==> src/brk_unit_defs.vh <==
`ifndef BRK_UNIT_DEFS_VH
`define BRK_UNIT_DEFS_VH

// register indices (printed offsets); byte address = index * 4
`define REG_BRK_ADDR_HIGH 16'hfe0c
`define REG_BRK_ADDR_LOW 16'hfe0d
`define REG_BRK_CTRL_STATUS 16'hfe0e
`define REG_BRK_FLAG_CTRL 16'hfe0f
`define REG_IRQ_STATUS 16'hfe10
`define REG_IRQ_MASK 16'hfe11

// break control/status fields
`define BIT_BREAK_ENABLE 7
`define BIT_BREAK_ACTIVE 6
`define MASK_BRK_CTRL 8'hc0
// break flag control fields
`define BIT_FLAG_CLEAR_EN 7
`define BIT_STOP_WAIT_FLAG 0
// interrupt status fields
`define BIT_EV_MATCH 0
`define BIT_EV_SW_BREAK 1
`define BIT_EV_BREAK_END 2

// reset values
`define RST_BRK_ADDR 8'h00
`define RST_BRK_CTRL 8'h00
`define RST_BYTE 8'h00

// break vectors (high byte address; low byte follows)
`define VEC_USER_BREAK 16'hfffc
`define VEC_MON_BREAK 16'hfefc

// opcode placed into the instruction register for a break
`define OPC_SOFT_INTR 8'h83

`endif

==> src/address_breakpoint_unit.v <==
// Notes on behaviour
// - when enabled, a fetch at the break address raises the request.
// - only program-counter fetch addresses are compared.
// - request forces the interrupt opcode once the instruction completes.
// - vector is the user location, or the monitor page one in monitor mode.
// - a match on an instruction's last cycle starts the break at once.
// - return-from-interrupt in the handler ends the break state.
// - timer counters are halted while the break is in effect.
// - watchdog held off during break when high voltage is on reset pin.
// - flag clearing during break is governed by the flag-clear-enable bit.
// - enable bit 7 is read/write, cleared by writing zero or by reset.
// - active bit set on a match, reads one while recorded, reset clears it.
// - writing one to the active bit starts a break regardless of a match.
// - break address in high and low byte registers, consecutive addresses.
// - control register has enable in bit 7, active in bit 6.
// - reset clears both break address bytes to zero.
// - break exits stop and sets the stop/wait flag; stop keeps registers.
`timescale 1ns/10ps
`include "brk_unit_defs.vh"

module address_breakpoint_unit (
    input wire I_CLK_SYS,
    input wire I_RST,
    // classic wishbone slave
    input wire I_WB_CYC,
    input wire I_WB_STB,
    input wire I_WB_WE,
    input wire [17:0] I_WB_ADR,
    input wire [3:0] I_WB_SEL,
    input wire [31:0] I_WB_DAT,
    output reg [31:0] O_WB_DAT,
    output reg O_WB_ACK,
    // cpu core side, same clock
    input wire [15:0] I_CPU_ADDR,
    input wire I_CPU_PC_FETCH,
    input wire I_CPU_LAST_CYCLE,
    input wire I_CPU_RTI_DONE,
    input wire I_MONITOR_MODE,
    input wire I_STOP_MODE,
    input wire I_WAIT_MODE,
    // pin-derived level, asynchronous
    input wire I_RST_PIN_HIGH_VOLTAGE,
    output reg O_BREAKPOINT_REQUEST,
    output reg O_FORCE_SOFT_INTR,
    output reg [7:0] O_FORCED_OPCODE,
    output reg [15:0] O_BREAK_VECTOR,
    output reg O_BREAK_STATE,
    output reg O_TIMER_HALT,
    output reg O_WATCHDOG_HOLD,
    output reg O_FLAG_CLEAR_ALLOW,
    output reg O_STOP_EXIT,
    output reg O_IRQ
);

    reg [7:0] break_addr_high;
    reg [7:0] break_addr_low;
    reg break_enable;
    reg break_active;
    reg flag_clear_enable;
    reg stop_wait_flag;
    reg [2:0] irq_status;
    reg [2:0] irq_mask;
    reg in_break;
    reg pending;
    reg hv_meta;
    reg hv_sync;

    reg [2:0] next_irq_status;
    reg [7:0] rd_byte;

    wire access = I_WB_CYC & I_WB_STB & ~O_WB_ACK;
    wire wr = access & I_WB_WE & I_WB_SEL[0];
    wire rd = access & ~I_WB_WE;
    wire [7:0] wdat = I_WB_DAT[7:0];

    // word aligned: index sits in bits 17:2
    function hit;
        input [15:0] idx;
        begin
            hit = (I_WB_ADR[17:2] == idx) && (I_WB_ADR[1:0] == 2'b00);
        end
    endfunction

    wire match = break_enable & I_CPU_PC_FETCH &
        (I_CPU_ADDR == {break_addr_high, break_addr_low});
    wire sw_break = wr & hit(`REG_BRK_CTRL_STATUS) &
        wdat[`BIT_BREAK_ACTIVE];
    wire ctrl_wr = wr & hit(`REG_BRK_CTRL_STATUS);
    wire break_start = match | sw_break;
    wire break_end = in_break & I_CPU_RTI_DONE;

    always @* begin
        rd_byte = 8'h00;
        if (hit(`REG_BRK_ADDR_HIGH)) begin
            rd_byte = break_addr_high;
        end else if (hit(`REG_BRK_ADDR_LOW)) begin
            rd_byte = break_addr_low;
        end else if (hit(`REG_BRK_CTRL_STATUS)) begin
            rd_byte[`BIT_BREAK_ENABLE] = break_enable;
            rd_byte[`BIT_BREAK_ACTIVE] = break_active;
        end else if (hit(`REG_BRK_FLAG_CTRL)) begin
            rd_byte[`BIT_FLAG_CLEAR_EN] = flag_clear_enable;
            rd_byte[`BIT_STOP_WAIT_FLAG] = stop_wait_flag;
        end else if (hit(`REG_IRQ_STATUS)) begin
            rd_byte = {5'h00, irq_status};
        end else if (hit(`REG_IRQ_MASK)) begin
            rd_byte = {5'h00, irq_mask};
        end
    end

    // events set over a read-clear in the same cycle
    always @* begin
        next_irq_status = irq_status;
        if (rd & hit(`REG_IRQ_STATUS)) begin
            next_irq_status = 3'h0;
        end
        if (match) begin
            next_irq_status[`BIT_EV_MATCH] = 1'b1;
        end
        if (sw_break) begin
            next_irq_status[`BIT_EV_SW_BREAK] = 1'b1;
        end
        if (break_end) begin
            next_irq_status[`BIT_EV_BREAK_END] = 1'b1;
        end
    end

    // bus slave: one wait-free ack, unmapped reads zero, writes ignored
    always @(posedge I_CLK_SYS or posedge I_RST) begin
        if (I_RST) begin
            O_WB_ACK <= 1'b0;
            O_WB_DAT <= 32'h00000000;
        end else begin
            O_WB_ACK <= access;
            if (rd) begin
                O_WB_DAT <= {24'h000000, rd_byte};
            end
        end
    end

    // high voltage level comes from a pin comparator
    always @(posedge I_CLK_SYS or posedge I_RST) begin
        if (I_RST) begin
            hv_meta <= 1'b0;
            hv_sync <= 1'b0;
        end else begin
            hv_meta <= I_RST_PIN_HIGH_VOLTAGE;
            hv_sync <= hv_meta;
        end
    end

    always @(posedge I_CLK_SYS or posedge I_RST) begin
        if (I_RST) begin
            break_addr_high <= `RST_BRK_ADDR;
            break_addr_low <= `RST_BRK_ADDR;
            break_enable <= 1'b0;
            break_active <= 1'b0;
            flag_clear_enable <= 1'b0;
            stop_wait_flag <= 1'b0;
            irq_status <= 3'h0;
            irq_mask <= 3'h0;
        end else begin
            irq_status <= next_irq_status;
            if (wr & hit(`REG_BRK_ADDR_HIGH)) begin
                break_addr_high <= wdat;
            end
            if (wr & hit(`REG_BRK_ADDR_LOW)) begin
                break_addr_low <= wdat;
            end
            if (ctrl_wr) begin
                break_enable <= wdat[`BIT_BREAK_ENABLE];
            end
            if (match | sw_break) begin
                break_active <= 1'b1;
            end else if (ctrl_wr) begin
                break_active <= 1'b0;
            end
            if (wr & hit(`REG_BRK_FLAG_CTRL)) begin
                flag_clear_enable <= wdat[`BIT_FLAG_CLEAR_EN];
            end
            if (break_start & (I_STOP_MODE | I_WAIT_MODE)) begin
                stop_wait_flag <= 1'b1;
            end else if (wr & hit(`REG_BRK_FLAG_CTRL) &
                         ~wdat[`BIT_STOP_WAIT_FLAG]) begin
                stop_wait_flag <= 1'b0;
            end
            if (wr & hit(`REG_IRQ_MASK)) begin
                irq_mask <= wdat[2:0];
            end
        end
    end

    // break sequencing toward the core
    always @(posedge I_CLK_SYS or posedge I_RST) begin
        if (I_RST) begin
            in_break <= 1'b0;
            pending <= 1'b0;
            O_BREAKPOINT_REQUEST <= 1'b0;
            O_FORCE_SOFT_INTR <= 1'b0;
            O_FORCED_OPCODE <= `RST_BYTE;
            O_BREAK_VECTOR <= `VEC_USER_BREAK;
            O_BREAK_STATE <= 1'b0;
            O_TIMER_HALT <= 1'b0;
            O_WATCHDOG_HOLD <= 1'b0;
            O_FLAG_CLEAR_ALLOW <= 1'b1;
            O_STOP_EXIT <= 1'b0;
            O_IRQ <= 1'b0;
        end else begin
            O_FORCE_SOFT_INTR <= 1'b0;
            O_STOP_EXIT <= 1'b0;
            O_BREAKPOINT_REQUEST <= (break_start | pending) & ~in_break;
            if (break_start & ~in_break) begin
                pending <= 1'b1;
            end
            if ((pending | break_start) & ~in_break & I_CPU_LAST_CYCLE) begin
                pending <= 1'b0;
                in_break <= 1'b1;
                O_FORCE_SOFT_INTR <= 1'b1;
                O_FORCED_OPCODE <= `OPC_SOFT_INTR;
                O_BREAK_VECTOR <= I_MONITOR_MODE ? `VEC_MON_BREAK :
                    `VEC_USER_BREAK;
            end else if (break_end) begin
                in_break <= 1'b0;
            end
            if (break_start & I_STOP_MODE) begin
                O_STOP_EXIT <= 1'b1;
            end
            O_BREAK_STATE <= in_break;
            O_TIMER_HALT <= in_break;
            O_WATCHDOG_HOLD <= in_break & hv_sync;
            O_FLAG_CLEAR_ALLOW <= ~in_break | flag_clear_enable;
            O_IRQ <= |(next_irq_status & irq_mask);
        end
    end

endmodule

==> config.mk <==
export PLATFORM = sky130hd
export DESIGN_NAME = address_breakpoint_unit
export DESIGN_NICKNAME = d
export VERILOG_FILES = /design/src/address_breakpoint_unit.v
export VERILOG_INCLUDE_DIRS = /design/src /design/src/src
export SDC_FILE = /design/constraint.sdc
export NUM_CORES = 1
export LEC_CHECK = 0
export ABC_AREA = 1
export BUFFER_PORTS_ARGS = -buffer_cell sky130_fd_sc_hd__clkbuf_2
export CAP_MARGIN = 20
export CORE_MARGIN = 2
export CORE_UTILIZATION = 48
export DETAILED_ROUTE_END_ITERATION = 8
export GPL_ROUTABILITY_DRIVEN = 0
export PLACE_DENSITY = 0.81
export REMOVE_ABC_BUFFERS = 1
export SYNTH_ARGS = -nofsm -noshare
export SYNTH_HDL_FRONTEND = slang
export SYNTH_SLANG_ARGS = --single-unit
==> constraint.sdc <==
create_clock -name I_CLK_SYS -period 2 [get_ports I_CLK_SYS]
set_clock_uncertainty 0.15 [all_clocks]
set_input_delay 0.4 -clock I_CLK_SYS [delete_from_list [all_inputs] [get_ports I_CLK_SYS]]
set_output_delay 0.4 -clock I_CLK_SYS [all_outputs]
set_load 0.01 [all_outputs]
==> results.md <==
* Worst min path class: primary input to flop
* Vias per cell at 4.90
* Critical path, cell by cell: nand3b_1 -> nor2_4 -> nand4_1 -> nand3_1 -> nand3_2 -> nand2_1 -> inv_1
* Die width at 86.6 um
* Biggest cell delay along the critical path at 0.38 ns
* Final wirelength at 7660 um
* Antenna Cells at 0
* Fillers at 633
* Die ar. at approximately 7500 um^2
* Leak Pwr at 2.08 nW
* Fin. Hold Viols at 0
* Seq/Total Area, Yosys at a little under two fifths
* PD cells at 557 nW/um^2
* Num CTS Buffers at 5
* Min cycle time layout at around 1.8 ns
* Buffers added on ports at 75
* Layout cells sized above 1 at between 20% and 30%
* Sequential share of power at 51.8%
* Post-DR wirelength/cell at 12.5 um
* Initial antenna violation count at 0
* Initial DRT Pass Iterations at 5
* Final Cycle Share at 89.2%
* Vias at 2994
* Yosys warns at 0
* Max Fclk at ~560 MHz
* #FFs+latches synth at 48
* Top Family by Delay on Critical Path: simple AND/OR/NAND/NOR gates
* Starting Density at 49.0%
* Gr ovfl total at 0
* CP startpoint: O_WB_ACK
* Detail Route Antenna Nets at 0
* Clock Pin Slew Worst Setup and Hold Paths at 0.09 ns
* Final Non-Filler Cells at 611
* Post-cts sizing count at 0
* Largest net degree at the start of global routing at 33
* Cell Int Power at 1.44 mW
* Die Ht at 86.6 um
* Root Driver: clkbuf_8
* Setup Total Neg Slack at 0 ns
* Avg Inst Size Synth at 7.24 um^2
* Critical path data required time at roughly 2.1 ns
* VDD IR max at 0.298 mV
* Run status: finished clean
* Hold Startpoint: I_RST_PIN_HIGH_VOLTAGE
* Netlist cell types at 30
* Crit path buffers/inverters at 1
* DRC viols at 0
* Dpl cells at 602
* DR iter-0 viols at 217
* Setup crit end kind: flop
* # setup viols final at 0
* Layout Nets at just over 600
* Area growth syn-to-layout at 12.4%
* CTS tree: built
* # IOs at 147
* First-pass GRT wire length at 12400 um
* Worst-path fanout max at 6
* Max cap viols at 0
* Critical Path Source Type: flop
* Clock sink total at 48
* Number of global-route vias before repair at roughly 2700
* WS Path Type: flop to flop
* Core Area at 6680 um^2
* Worst skew pair latency at 0.31 ns
* FP Rows at 30
* Switching pwr at approximately 600 uW
* Slew Viols, Final at 0
* Post-Synthesis Cells at 452
* CP Data Arrival Time at 1.84 ns
* H-tree depth at 2
* Synthesized area at roughly 3300 um^2
* Hpwl dp at roughly 6100 um
* Clk pwr share at 30.0%
* Total GRT Usage at 20.9%
* CP max stage cell: dfrtp_1
* Comb power frac at between 10% and 20%
* Sw Ratio at 29.5%
* Post-CTS setup buffers at 0
* Max Root-Sink Buffers at 2
* Unrepaired setup endpoints after global routing: no
* RR Startpoint: O_WB_ACK
[Yosys cell counts (all sizes together)]
| cell type | n | area, um^2 |
|---|---|---|
| nand2 | 133 | 524 |
| inv | 73 | 274 |
| buf | 50 | 380 |
| nor2 | 47 | 234 |
| dfrtp | 46 | 1150 |
| o21ai | 41 | 265 |
| nand4 | 19 | 119 |
| nand3 | 18 | 133 |
| nor3 | 12 | 70.1 |
| a21oi | 3 | 15.0 |
| conb | 2 | 7.51 |
| dfstp | 2 | 52.6 |
| nand3b | 2 | 15.0 |
| a21boi | 1 | 7.51 |
| o22a | 1 | 8.76 |
| o22ai | 1 | 6.26 |
| xor2 | 1 | 8.76 |
[metal layers]
metal / wire length [um] / track usage, %
met4: 102 / 4.83
met5: 0 / 0
met3: 487 / 3.33
met1: 3280 / 28.1
met2: 3790 / 35.5
[power by group through the flow]
stage | clock (mW) | combinational (mW) | sequential, mW
after CTS | 0.618 | 0.373 | 1.06
final | 0.614 | 0.374 | 1.06
after floorplan | 0 | 0.190 | 1.10
after detailed placement | 0 | 0.370 | 1.08
after global routing | 0.659 | 0.419 | 1.07
after global placement | 0 | 0.359 | 1.08
[final cells by class]
cell class              count  area [um^2]  share of cell area, %
repair buffers             79          433                   11.8
multi-input cells         323         1570                   42.8
well taps                  80          100                   2.72
inverters                  73          274                   7.45
clock inverters             1         7.51                  0.204
clock buffers               7         86.3                   2.35
flip-flops and latches     48         1200                   32.7
[path summary, 6_finish.rpt]
check                              end  slack [ns]  depth (start not counted)
max in group asynchronous  O_WB_DAT[5]        0.76                          4
max                            pending        0.22                          7
min in group asynchronous     in_break        0.44                          3
min reg2reg                    hv_sync        0.21                          0
max reg2reg                    pending        0.22                          7
min                            hv_meta        0.05                          1
[stage by stage]
| stage | hold WS, ns | instance area (um^2) | total power, mW | setup WS, ns | util [%] |
|---|---|---|---|---|---|
| final | 0.0454 | 3680 | 2.05 | 0.216 | 55.0 |
| after global routing | 0.0337 | 3680 | 2.15 | 0.0895 | 55.0 |
| after CTS | 0.0475 | 3680 | 2.05 | 0.221 | 55.0 |
| after detailed placement | 0.187 | 3570 | 1.45 | 0.0874 | 53.5 |
| after global placement | 0.183 | 3570 | 1.44 | 0.164 | 53.5 |
| after floorplan | 0.181 | 3050 | 1.29 | 0.243 | - |
[sequential cells by signal, indices dropped and copies added, names as in the netlist, 3 cells and up]
| name | flops |
|---|---|
| break_addr_low | 8 |
| break_addr_high | 8 |
| irq_status | 3 |
| irq_mask | 3 |
| O_WB_DAT | 8 |
[placed cells by master (no fill, tap or decap), drive strengths merged]
cell / instances
inv: 73
o21ai: 41
a21boi: 1
a21oi: 3
dfstp: 2
nor2: 47
clkbuf: 82
buf: 3
dfrtp: 46
o22a: 1
dlygate4sd3: 1
nand2: 133
nand4: 19
xor2: 1
nor3: 12
o22ai: 1
conb: 44
nand3b: 2
nand3: 18
clkinvlp: 1
[logic make-up (layout without fill, tap and decap cells)]
| family | Yosys count | after routing | share of synthesized area [%] |
|---|---|---|---|
| AOI/OAI and AO/OA | 47 | 47 | 9.25 |
| xor gates and xnor gates | 1 | 1 | 0.268 |
| buffers and inverters | 123 | 160 | 20.0 |
| DFF | 48 | 48 | 36.8 |
| other | 2 | 44 | 0.230 |
| and+or+nand+nor | 231 | 231 | 33.5 |
[what timing repair did]
action,CTS,global route
hold buffers,1,0
endpoints found under the setup margin,0,0
hold endpoints to repair,14,0
(Power assumes the default switching activity.)
